[src/include/dbr_pkg.sv]
// Constants and types for the debug authentication and status registers
package dbr_pkg;
  // Coprocessor register encodings
  localparam logic [3:0] COPROC_DBG = 4'he;
  localparam logic [2:0] AUTH_OPC1 = 3'h0;
  localparam logic [3:0] AUTH_CRN = 4'h7;
  localparam logic [3:0] AUTH_CRM = 4'he;
  localparam logic [2:0] AUTH_OPC2 = 3'h6;
  localparam logic [2:0] DSCR_OPC1 = 3'h0;
  localparam logic [3:0] DSCR_CRN = 4'h0;
  localparam logic [3:0] DSCR_CRM = 4'h2;
  localparam logic [2:0] DSCR_OPC2 = 3'h2;
  // Privilege levels
  localparam logic [1:0] LVL_USER = 2'h0;
  localparam logic [1:0] LVL_KERNEL = 2'h1;
  localparam logic [1:0] LVL_HYP = 2'h2;
  // Status and control word bit positions
  localparam int RXF_BIT = 30;
  localparam int TXF_BIT = 29;
  localparam int RXO_BIT = 27;
  localparam int TXU_BIT = 26;
  localparam int INTD_LSB = 22;
  localparam int TDA_BIT = 21;
  localparam int WORLD_BIT = 18;
  localparam int MON_BIT = 15;
  localparam int HALT_BIT = 14;
  localparam int UCT_BIT = 12;
  localparam int ERR_BIT = 6;
  // Defined reset values and authentication field encodings
  localparam logic MON_RST = 1'h0;
  localparam logic UCT_RST = 1'h0;
  localparam logic [1:0] FIELD_ON = 2'h3;
  localparam logic [1:0] FIELD_OFF = 2'h2;
  localparam logic [1:0] FIELD_NONE = 2'h0;

  // Image of the external debug status bits
  typedef struct packed {
    logic rx_full;
    logic tx_full;
    logic rx_overrun;
    logic tx_underrun;
    logic [1:0] int_dis;
    logic trap_da;
    logic halt_en;
    logic err;
  } dbr_eds_t;

  // Registered answer to a coprocessor access
  typedef struct packed {
    logic valid;
    logic trap_hyp;
    logic trap_undef;
    logic [31:0] rdata;
  } dbr_rsp_t;
endpackage

[src/rtl/dbr_regs.sv]
// Debug authentication status and external-view debug status/control registers
//
// Overview of operation
// - Bits 11:10 report hyp non-invasive state
// - Hyp present: bit 11 one; else 11:10 zero
// - Bits 9:8 report hyp invasive state
// - Hyp present: bit 9 one; else 9:8 zero
// - Secure debug fields always read zero
// - Bits 3:2 show non-invasive enable, 10/11
// - Bits 1:0 show invasive enable, 10/11
// - Authentication word read-only, kernel and hyp only
// - Hyp trap bit traps kernel reads
// - Lock clear: image fields read-only
// - Lock set: images writable, mirror external status
// - Receive-full bit 30, transmit-full bit 29
// - Overrun bit 27, underrun bit 26
// - Interrupt-disable 23:22, trap-access bit 21
// - Halting-enable bit 14, error bit 6
// - Bit 18 one, bits 17 and 16 zero
// - Monitor enable bit 15 gates debug exceptions
// - User comms trap bit 12, resets zero
// - Trap covers every access form
// - Debug state ignores trap on transfer registers
// - Warm reset clears defined fields only
`timescale 1ns/100ps
`default_nettype none
module dbr_regs
  import dbr_pkg::*;
#(
  parameter bit HYP_LEVEL = 1'b1
)
(
  input wire logic MCLK,
  input wire logic RST_B,
  input wire logic CE,
  input wire logic REQ_VALID,
  input wire logic REQ_WRITE,
  input wire logic REQ_DCC,
  input wire logic REQ_DTR,
  input wire logic [3:0] REQ_COPROC,
  input wire logic [2:0] REQ_OPC1,
  input wire logic [3:0] REQ_CRN,
  input wire logic [3:0] REQ_CRM,
  input wire logic [2:0] REQ_OPC2,
  input wire logic [1:0] REQ_LEVEL,
  input wire logic [31:0] REQ_WDATA,
  input wire logic HYP_TDA,
  input wire logic DEBUG_STATE,
  input wire logic OS_LOCK,
  input wire dbr_eds_t EDS_IN,
  input wire logic HYP_NI_EN,
  input wire logic HYP_I_EN,
  input wire logic NS_NI_EN,
  input wire logic NS_I_EN,
  output var dbr_rsp_t RSP,
  output var logic EDS_WR_VALID,
  output var dbr_eds_t EDS_WR_DATA,
  output var logic MON_DEBUG_EN,
  output var logic USER_COMMS_TRAP
);

  // ------------------------------------------------------------
  // Authentication pin synchronisers
  // ------------------------------------------------------------
  logic [3:0] pin_meta_reg;
  logic [3:0] pin_sync_reg;

  always_ff @(posedge MCLK or negedge RST_B)
  begin
    if (!RST_B)
    begin
      pin_meta_reg <= 4'h0;
      pin_sync_reg <= 4'h0;
    end
    else if (CE)
    begin
      pin_meta_reg <= {HYP_NI_EN, HYP_I_EN, NS_NI_EN, NS_I_EN};
      pin_sync_reg <= pin_meta_reg;
    end
  end

  // ------------------------------------------------------------
  // Authentication status word
  // ------------------------------------------------------------
  logic [1:0] hyp_noninvasive_state;
  logic [1:0] hyp_invasive_state;
  logic [1:0] nonsecure_noninvasive_state;
  logic [1:0] nonsecure_invasive_state;
  logic [31:0] auth_word;

  always_comb
  begin
    hyp_noninvasive_state = FIELD_NONE;
    hyp_invasive_state = FIELD_NONE;
    if (HYP_LEVEL)
    begin
      hyp_noninvasive_state = pin_sync_reg[3] ? FIELD_ON : FIELD_OFF;
      hyp_invasive_state = pin_sync_reg[2] ? FIELD_ON : FIELD_OFF;
    end
    nonsecure_noninvasive_state = pin_sync_reg[1] ? FIELD_ON : FIELD_OFF;
    nonsecure_invasive_state = pin_sync_reg[0] ? FIELD_ON : FIELD_OFF;
    auth_word = 32'h0;
    auth_word[11:10] = hyp_noninvasive_state;
    auth_word[9:8] = hyp_invasive_state;
    auth_word[7:6] = FIELD_NONE;
    auth_word[5:4] = FIELD_NONE;
    auth_word[3:2] = nonsecure_noninvasive_state;
    auth_word[1:0] = nonsecure_invasive_state;
  end

  // ------------------------------------------------------------
  // Status and control word view
  // ------------------------------------------------------------
  logic mon_reg;
  logic mon_next;
  logic uct_reg;
  logic uct_next;
  logic [31:0] dscr_word;
  dbr_eds_t wr_img;

  always_comb
  begin
    dscr_word = 32'h0;
    dscr_word[RXF_BIT] = EDS_IN.rx_full;
    dscr_word[TXF_BIT] = EDS_IN.tx_full;
    dscr_word[RXO_BIT] = EDS_IN.rx_overrun;
    dscr_word[TXU_BIT] = EDS_IN.tx_underrun;
    dscr_word[INTD_LSB +: 2] = EDS_IN.int_dis;
    dscr_word[TDA_BIT] = EDS_IN.trap_da;
    dscr_word[WORLD_BIT] = 1'b1;
    dscr_word[MON_BIT] = mon_reg;
    dscr_word[HALT_BIT] = EDS_IN.halt_en;
    dscr_word[UCT_BIT] = uct_reg;
    dscr_word[ERR_BIT] = EDS_IN.err;
    wr_img.rx_full = REQ_WDATA[RXF_BIT];
    wr_img.tx_full = REQ_WDATA[TXF_BIT];
    wr_img.rx_overrun = REQ_WDATA[RXO_BIT];
    wr_img.tx_underrun = REQ_WDATA[TXU_BIT];
    wr_img.int_dis = REQ_WDATA[INTD_LSB +: 2];
    wr_img.trap_da = REQ_WDATA[TDA_BIT];
    wr_img.halt_en = REQ_WDATA[HALT_BIT];
    wr_img.err = REQ_WDATA[ERR_BIT];
  end

  // ------------------------------------------------------------
  // Access decode and answer
  // ------------------------------------------------------------
  logic hit_auth;
  logic hit_dscr;
  logic hyp_trap_on;
  dbr_rsp_t rsp_reg;
  dbr_rsp_t rsp_next;
  logic eds_wr_reg;
  logic eds_wr_next;
  dbr_eds_t eds_data_reg;
  dbr_eds_t eds_data_next;

  always_comb
  begin
    hit_auth = 1'b0;
    hit_dscr = 1'b0;
    if (REQ_COPROC == COPROC_DBG && REQ_OPC1 == AUTH_OPC1 && REQ_CRN == AUTH_CRN
        && REQ_CRM == AUTH_CRM && REQ_OPC2 == AUTH_OPC2)
    begin
      hit_auth = 1'b1;
    end
    else if (REQ_COPROC == COPROC_DBG && REQ_OPC1 == DSCR_OPC1 && REQ_CRN == DSCR_CRN
             && REQ_CRM == DSCR_CRM && REQ_OPC2 == DSCR_OPC2)
    begin
      hit_dscr = 1'b1;
    end
    hyp_trap_on = HYP_LEVEL && HYP_TDA && REQ_LEVEL == LVL_KERNEL;
    rsp_next = '0;
    mon_next = mon_reg;
    uct_next = uct_reg;
    eds_wr_next = 1'b0;
    eds_data_next = eds_data_reg;
    if (REQ_VALID)
    begin
      rsp_next.valid = 1'b1;
      if (REQ_DCC)
      begin
        // Any form of comms-channel access, including load/store and pair reads
        rsp_next.trap_undef = REQ_LEVEL == LVL_USER && uct_reg
                              && !(DEBUG_STATE && REQ_DTR);
      end
      else if (hit_auth)
      begin
        if (REQ_WRITE || REQ_LEVEL == LVL_USER)
        begin
          rsp_next.trap_undef = 1'b1;
        end
        else if (hyp_trap_on)
        begin
          rsp_next.trap_hyp = 1'b1;
        end
        else
        begin
          rsp_next.rdata = auth_word;
        end
      end
      else if (hit_dscr)
      begin
        if (REQ_LEVEL == LVL_USER)
        begin
          rsp_next.trap_undef = 1'b1;
        end
        else if (hyp_trap_on)
        begin
          rsp_next.trap_hyp = 1'b1;
        end
        else if (REQ_WRITE)
        begin
          mon_next = REQ_WDATA[MON_BIT];
          uct_next = REQ_WDATA[UCT_BIT];
          if (OS_LOCK)
          begin
            eds_wr_next = 1'b1;
            eds_data_next = wr_img;
          end
          // Lock clear: image bits of the write are dropped
        end
        else
        begin
          rsp_next.rdata = dscr_word;
        end
      end
      else
      begin
        rsp_next.trap_undef = 1'b1;
      end
    end
  end

  always_ff @(posedge MCLK or negedge RST_B)
  begin
    if (!RST_B)
    begin
      rsp_reg <= '0;
      mon_reg <= MON_RST;
      uct_reg <= UCT_RST;
      eds_wr_reg <= 1'b0;
      eds_data_reg <= '0;
    end
    else if (CE)
    begin
      rsp_reg <= rsp_next;
      mon_reg <= mon_next;
      uct_reg <= uct_next;
      eds_wr_reg <= eds_wr_next;
      eds_data_reg <= eds_data_next;
    end
  end

  assign RSP = rsp_reg;
  assign EDS_WR_VALID = eds_wr_reg;
  assign EDS_WR_DATA = eds_data_reg;
  assign MON_DEBUG_EN = mon_reg;
  assign USER_COMMS_TRAP = uct_reg;

  logic auth_rd;
  logic dscr_rd;
  logic dscr_wr;
  assign auth_rd = CE && REQ_VALID && !REQ_DCC && hit_auth && !REQ_WRITE && REQ_LEVEL == LVL_HYP;
  assign dscr_rd = CE && REQ_VALID && !REQ_DCC && hit_dscr && !REQ_WRITE && REQ_LEVEL == LVL_HYP;
  assign dscr_wr = CE && REQ_VALID && !REQ_DCC && hit_dscr && REQ_WRITE && REQ_LEVEL == LVL_HYP;
endmodule
`default_nettype wire

[config.mk]
export PLATFORM = sky130hd
export DESIGN_NAME = dbr_regs
export DESIGN_NICKNAME = d
export VERILOG_FILES = /design/src/include/dbr_pkg.sv /design/src/rtl/dbr_regs.sv
export SDC_FILE = /design/constraint.sdc
export NUM_CORES = 1
export LEC_CHECK = 0
export BUFFER_PORTS_ARGS = -buffer_cell sky130_fd_sc_hd__buf_2
export CAP_MARGIN = 20
export CORE_UTILIZATION = 35
export DETAILED_ROUTE_END_ITERATION = 16
export PLACE_DENSITY = 0.68
export SYNTH_ARGS = -nofsm -noshare
export SYNTH_HDL_FRONTEND = slang
export SYNTH_SLANG_ARGS = --single-unit
export TNS_END_PERCENT = 5
[constraint.sdc]
create_clock -name MCLK -period 1.1 [get_ports MCLK]
set_input_delay 0.22 -clock MCLK [delete_from_list [all_inputs] [get_ports MCLK]]
set_output_delay 0.22 -clock MCLK [all_outputs]
set_load 0.01 [all_outputs]
## After elaboration in Yosys (flattened, before gate mapping)

Cells that the tools add are included.

| storage, ports and cells | value |
|---|---|
| flip-flop bits (word level) | 55 |
| bits in latches | 0 |
| RAM bits | 0 |
| ROM bits | 0 |
| output and inout bits | 47 |
| word-level logic and storage cells | 79 |
| memories kept | 0 |

| cells by class | value |
|---|---|
| add/sub/neg operators | 0 |
| multiply operators | 0 |
| divide/modulo/power cells | 0 |
| magnitude comparators | 0 |
| eq/ne operators | 7 |
| shift-type cells | 0 |
| muxes and demuxes | 33 |
| bitwise logic cells | 4 |
| reductions and logical operators | 18 |

Operators by type and width:

| cell | number |
|---|---|
| $mux 31 | 3 |
| $mux 32 | 2 |
| $mux 35 | 1 |
| $mux 34 | 1 |
| $mux 1 | 24 |
| $mux 12 | 2 |
| $logic_and 1x1->1 | 11 |
| $reduce_and 9->1 | 1 |
| $eq 4x4->1 const B | 2 |
| $reduce_and 8->1 | 1 |
| $eq 4x2->1 const B | 1 |
| $eq 4x3->1 const B | 1 |
| $logic_not 4->1 | 1 |
| $not 1->1 | 4 |
| $eq 3x2->1 const B | 1 |
| $eq 3x3->1 const B | 1 |
| $logic_not 3->1 | 1 |
| $eq 2x1->1 const B | 1 |
| $logic_not 2->1 | 1 |
| $logic_not 1->1 | 1 |
| $logic_or 1x1->1 | 1 |

## Logic depth before layout (Yosys ltp)

| depth | value |
|---|---|
| word-level depth | 11 |
| mapped depth | 5 |
| depth with buffers taken out | 4 |

## Worst setup path after synthesis

Ideal clock, no wire load.

| timing | value |
|---|---|
| path type | input to register |
| start point | in REQ_COPROC[0] |
| end point | reg eds_data_reg (netlist bit EDS_WR_DATA[0]) |
| data arrival time | 1.672 ns |
| data required time | 0.975 ns |
| path slack | -0.698 ns |
| stages on the path | 5 |
| buffers on the path | 1 |
| cells stage by stage | or4b_4 > nor3_4 > and4_4 > buf_12 > mux2_4 |

| between the ends | value |
|---|---|
| word-level cells in the longest chain between the ends | 8 |

RTL lines:

| what | line | source |
|---|---|---|
| from (decl) | dbr_regs.sv:40 | `input wire logic [3:0] REQ_COPROC,` |
| $eq 4x4->1 (*) | dbr_regs.sv:162, dbr_regs.sv:167 |  |
| $logic_and 1x1->1 (*) | dbr_regs.sv:162, dbr_regs.sv:167 |  |
| $logic_and 1x1->1, on equally long branches | dbr_regs.sv:167, dbr_regs.sv:162 |  |
| $logic_and 1x1->1, on equally long branches (2 in series) | dbr_regs.sv:168, dbr_regs.sv:163 |  |
| $mux 1, on equally long branches | dbr_regs.sv:167, dbr_regs.sv:162 |  |
| $mux 1 or $not 1->1 (tied branches) | -- |  |
| $reduce_and 9->1 (no line) (*) | -- |  |
| to (signal assigned) | dbr_regs.sv:251 | `eds_data_reg <= eds_data_next;` |
| to (decl) | dbr_regs.sv:155 | `dbr_eds_t eds_data_reg;` |

Mark *: on every way between the ends. The rest lies on a longest branch, timed or not.
A chain may end at the register's enable or synchronous reset.

## Final worst setup path

| timing | value |
|---|---|
| start point | in REQ_OPC1[0] |
| end point | reg eds_data_reg (netlist bit EDS_WR_DATA[2]) |

| between the ends | value |
|---|---|
| word-level cells in the longest chain between the ends | 8 |

RTL lines:

| what | line | source |
|---|---|---|
| from (decl) | dbr_regs.sv:41 | `input wire logic [2:0] REQ_OPC1,` |
| $logic_not 3->1 (*) | dbr_regs.sv:162, dbr_regs.sv:167 |  |
| $logic_and 1x1->1 (*) | dbr_regs.sv:162, dbr_regs.sv:167 |  |
| $logic_and 1x1->1, on equally long branches | dbr_regs.sv:167, dbr_regs.sv:162 |  |
| $logic_and 1x1->1, on equally long branches (2 in series) | dbr_regs.sv:168, dbr_regs.sv:163 |  |
| $mux 1, on equally long branches | dbr_regs.sv:167, dbr_regs.sv:162 |  |
| $mux 1 or $not 1->1 (tied branches) | -- |  |
| $reduce_and 9->1 (no line) (*) | -- |  |

Marked as above.

==> impl_results.rst <==
.. list-table::
   :header-rows: 1

   * - Metric
     - Value
   * - Post-synth cell types
     - 34
   * - Number of global-route vias before repair
     - 1277
   * - Fillers
     - 479
   * - Crit Reg-Reg Startpoint
     - USER_COMMS_TRAP$_DFFE_PN0P_
   * - Clock sinks
     - 40
   * - Status
     - finished, violations left
   * - Commonest cells after routing, fill and taps aside
     - sky130_fd_sc_hd__buf_2 (87), sky130_fd_sc_hd__dfrtp_1 (40), sky130_fd_sc_hd__buf_4 (16)
   * - Tot Pwr
     - 2.845 mW
   * - Min-Delay Path Depth
     - 3
   * - Count of nets after finishing
     - 322
   * - Count of buffer and inverter cells on the critical path
     - 1
   * - Flip-flop count of the largest register, all copies and words added
     - 20
   * - Post-synthesis instance total
     - 141
   * - Detailed Routing Iterations Pass 1
     - 4
   * - Pin count of the biggest net entering global routing
     - 41
   * - Wire length of the first global-routing pass
     - 5.768 mm
   * - Mean instance size in the synthesized netlist
     - 13.06 um2
   * - Maximum root-to-sink buffer count
     - 2
   * - Overall Global Routing Usage
     - 13.84%
   * - Critical path's largest stage delay
     - 0.54 ns
   * - Arrival time of the worst setup path
     - 1.74 ns
   * - Clock latency of the later-clocked register in the worst-skew pair
     - around 0.28 ns
   * - Fraction of registers with async set or reset after synthesis
     - 100.0%
   * - Count of antenna-violating nets left after detailed routing
     - 0
   * - Clock-pin slew reported for the worst setup and hold paths after clock tree synthesis
     - 0.08 ns
   * - Netlist area before placement
     - 1842 um2
   * - Die height
     - between 70 and 80 um
   * - Cell-by-cell listing of the critical path
     - buf_6 > or4b_4 > nor3_4 > and4_4 > mux2_4
   * - # H-tree levels
     - 2
   * - Seq cells post-synth
     - 40
   * - Worst setup margin
     - -0.4609 ns
   * - Slack of the worst reg-to-reg path
     - 0.17 ns
   * - Required time worst endpoint
     - 1.27 ns
   * - Gpl congestion
     - 0.6963
   * - Area share of the leading cell type in the synthesized netlist
     - a little over half
   * - Path type of the worst min-delay path
     - in2reg
   * - Worst hold path startpoint
     - EDS_IN[6]
   * - Final critical path time including I/O delays and setup
     - 1.561 ns
   * - Leading area contributor after synthesis
     - sky130_fd_sc_hd__dfrtp_1
   * - CP Class
     - in2reg
   * - EDFF count, synth
     - 0
   * - Total CTS buffers
     - 5
   * - Die Footprint
     - 5556 um2
   * - Warnings, synthesis
     - 0
   * - Max cap viols
     - 0
   * - Maximum achievable frequency
     - approximately 640 MHz
   * - Number of inserted diodes
     - 0
   * - Final Hold Fails
     - 0
   * - Final cycle utilization of the critical path
     - 141.9%
   * - CTS tree
     - done
   * - Routed via count
     - 1409
   * - Number of remaining DRC errors
     - 0
   * - Post-synthesis to final-layout area growth
     - 38.38%
   * - Fraction of layout instances using a drive strength above 1
     - 57.26%
   * - Initial DRC Count
     - 32
   * - Placeable core area
     - 5075 um2
   * - Final max-slew violation count
     - 0
   * - Clock tree root driver cell
     - sky130_fd_sc_hd__clkbuf_8
   * - Average routed wire per standard cell
     - 11.92 um
   * - Setup clock skew after layout
     - ~0.0033 ns
   * - Worst reg2reg path depth
     - 4
   * - I/O pin total
     - ~120
   * - Residual overflow from global routing
     - 0
   * - Layout Cells excl Fill
     - 318
   * - Unrepaired setup endpoints after global routing
     - yes
   * - Placed Cells incl. Taps
     - 309
   * - Detailed placement HPWL
     - 2.935 mm
   * - Final Util
     - about half
   * - Initial antenna violation count
     - 0
   * - Static leakage
     - 1.420 nW
   * - Worst reg2reg endpoint
     - RSP[32]$_DFFE_PN0P_
   * - Prevailing post-synth register cell
     - sky130_fd_sc_hd__dfrtp_1
   * - Horizontal die dimension
     - ~75 um
   * - Final setup violation count
     - 31
   * - Power density normalized to cell area
     - 1116 nW/um2
   * - Nature of the critical path startpoint
     - primary input
   * - Via density
     - 4.431
   * - Slowest cell on the critical path
     - sky130_fd_sc_hd__or4b_4
   * - Count of standard-cell rows
     - 26
   * - Leading cell type in the layout, fill and taps excluded
     - sky130_fd_sc_hd__buf_2
   * - Final Routed Wirelength
     - 3.791 mm
   * - Family with the most delay on the worst path
     - simple AND/OR/NAND/NOR gates
   * - Top cells by area, synth
     - sky130_fd_sc_hd__dfrtp_1 (54%), sky130_fd_sc_hd__mux2_4 (7.3%), sky130_fd_sc_hd__mux2_2 (6.7%), sky130_fd_sc_hd__buf_4 (6.1%), sky130_fd_sc_hd__o2bb2ai_1 (5.2%)
   * - Hold EP
     - RSP[27]$_DFFE_PN0P_
   * - Largest voltage drop on the vdd net
     - between 0.0007 and 0.0008 V
   * - Part of the Yosys area used for sequential elements
     - a little over half
   * - CP max FO
     - 10
   * - Violated checks
     - setup timing
   * - Number of I/O port buffers
     - 88
   * - Starting density of the core
     - ~36%
   * - Crit path capture type
     - flop
==> power by group <==
part	switching (mW)	internal, mW	leakage [nW]
combinational	0.141	0.160	0.839
sequential	0.0200	1.51	0.538
clock	0.504	0.507	0.0434
==> worst max-delay path by stage <==
stage                     slack, ns  depth (start not counted)                    endpoint   startpoint
after floorplan               -0.69                          5  EDS_WR_DATA[0]$_DFFE_PN0P_  REQ_OPC1[0]
after global placement        -0.75                          5  EDS_WR_DATA[5]$_DFFE_PN0P_  REQ_OPC1[0]
after detailed placement      -0.78                          5  EDS_WR_DATA[2]$_DFFE_PN0P_  REQ_OPC1[0]
after CTS                     -0.46                          5  EDS_WR_DATA[2]$_DFFE_PN0P_  REQ_OPC1[0]
after global routing          -0.50                          7          RSP[0]$_DFFE_PN0P_  REQ_OPC1[0]
final                         -0.46                          5  EDS_WR_DATA[2]$_DFFE_PN0P_  REQ_OPC1[0]
==> per-layer routing <==
metal  GRT usage, %  up-vias  part of all wire (%)
met5              0        -                     0
met4          3.774        0                  0.98
li1               -      691                     -
met1          17.38      662                    47
met2          23.22       51                    47
met3          4.065        5                   5.7
==> synth_stat cells (2+ instances only) <==
library cell                number
sky130_fd_sc_hd__a22o_1          4
sky130_fd_sc_hd__a31oi_1         2
sky130_fd_sc_hd__buf_4          15
sky130_fd_sc_hd__clkbuf_1        3
sky130_fd_sc_hd__dfrtp_1        40
sky130_fd_sc_hd__inv_1          12
sky130_fd_sc_hd__mux2_2         11
sky130_fd_sc_hd__mux2_4          9
sky130_fd_sc_hd__nand2_1         3
sky130_fd_sc_hd__nand3b_1        2
sky130_fd_sc_hd__nor2_1          3
sky130_fd_sc_hd__nor2b_1         2
sky130_fd_sc_hd__nor3_1          2
sky130_fd_sc_hd__o21ai_0         3
sky130_fd_sc_hd__o2bb2ai_1      11
==> kinds of logic (layout without fill, tap and decap cells) <==
family | count (synthesis) | count (layout) | share of synthesized area, %
compound gates | 25 | 25 | 11.14
other cells | 1 | 12 | 0.2036
buf+inv | 32 | 128 | 10.46
flops | 40 | 40 | 54.35
mux | 20 | 20 | 14.06
simple gates | 23 | 23 | 9.782
==> per-stage QoR <==
step                      setup TNS, ns  hold slack, ns  worst slack [ns]  cell area (um2)
final                            -10.28          0.1456           -0.4609             2549
after global routing             -11.72          0.1502           -0.4950             2549
after CTS                        -10.26          0.1370           -0.4620             2542
after detailed placement         -20.44          0.2100           -0.7797             2419
after global placement           -19.97          0.2055           -0.7543             2419
after floorplan                  -14.68        -0.07559           -0.6945             1887
==> layout make-up <==
type	instances	area [um2]	share of cell area (%)
timing repair buffer	107	608.1	23.86
inverter	13	48.80	1.915
sequential	40	1001	39.27
tap	70	87.58	3.436
multi-input combinational	80	705.7	27.69
clock buffer	6	82.58	3.240
clock inverter	2	15.01	0.5891
==> worst min-delay path: stages <==
cell and delay (ns):
sky130_fd_sc_hd__buf_2 0.09, sky130_fd_sc_hd__inv_1 0.04, sky130_fd_sc_hd__o2bb2ai_1 0.05
==> repair_timing <==
| item | 4_1_cts | 5_1_grt |
|---|---|---|
| resized for setup | 3 | 1 |
| hold buffers | 1 | 0 |
| endpoints found under the setup margin | 31 | 35 |
| gates cloned | 0 | 0 |
| hold endpoints to repair | 40 | 0 |
| setup buffers | 0 | 0 |
Power figures use the tool's default switching activity.
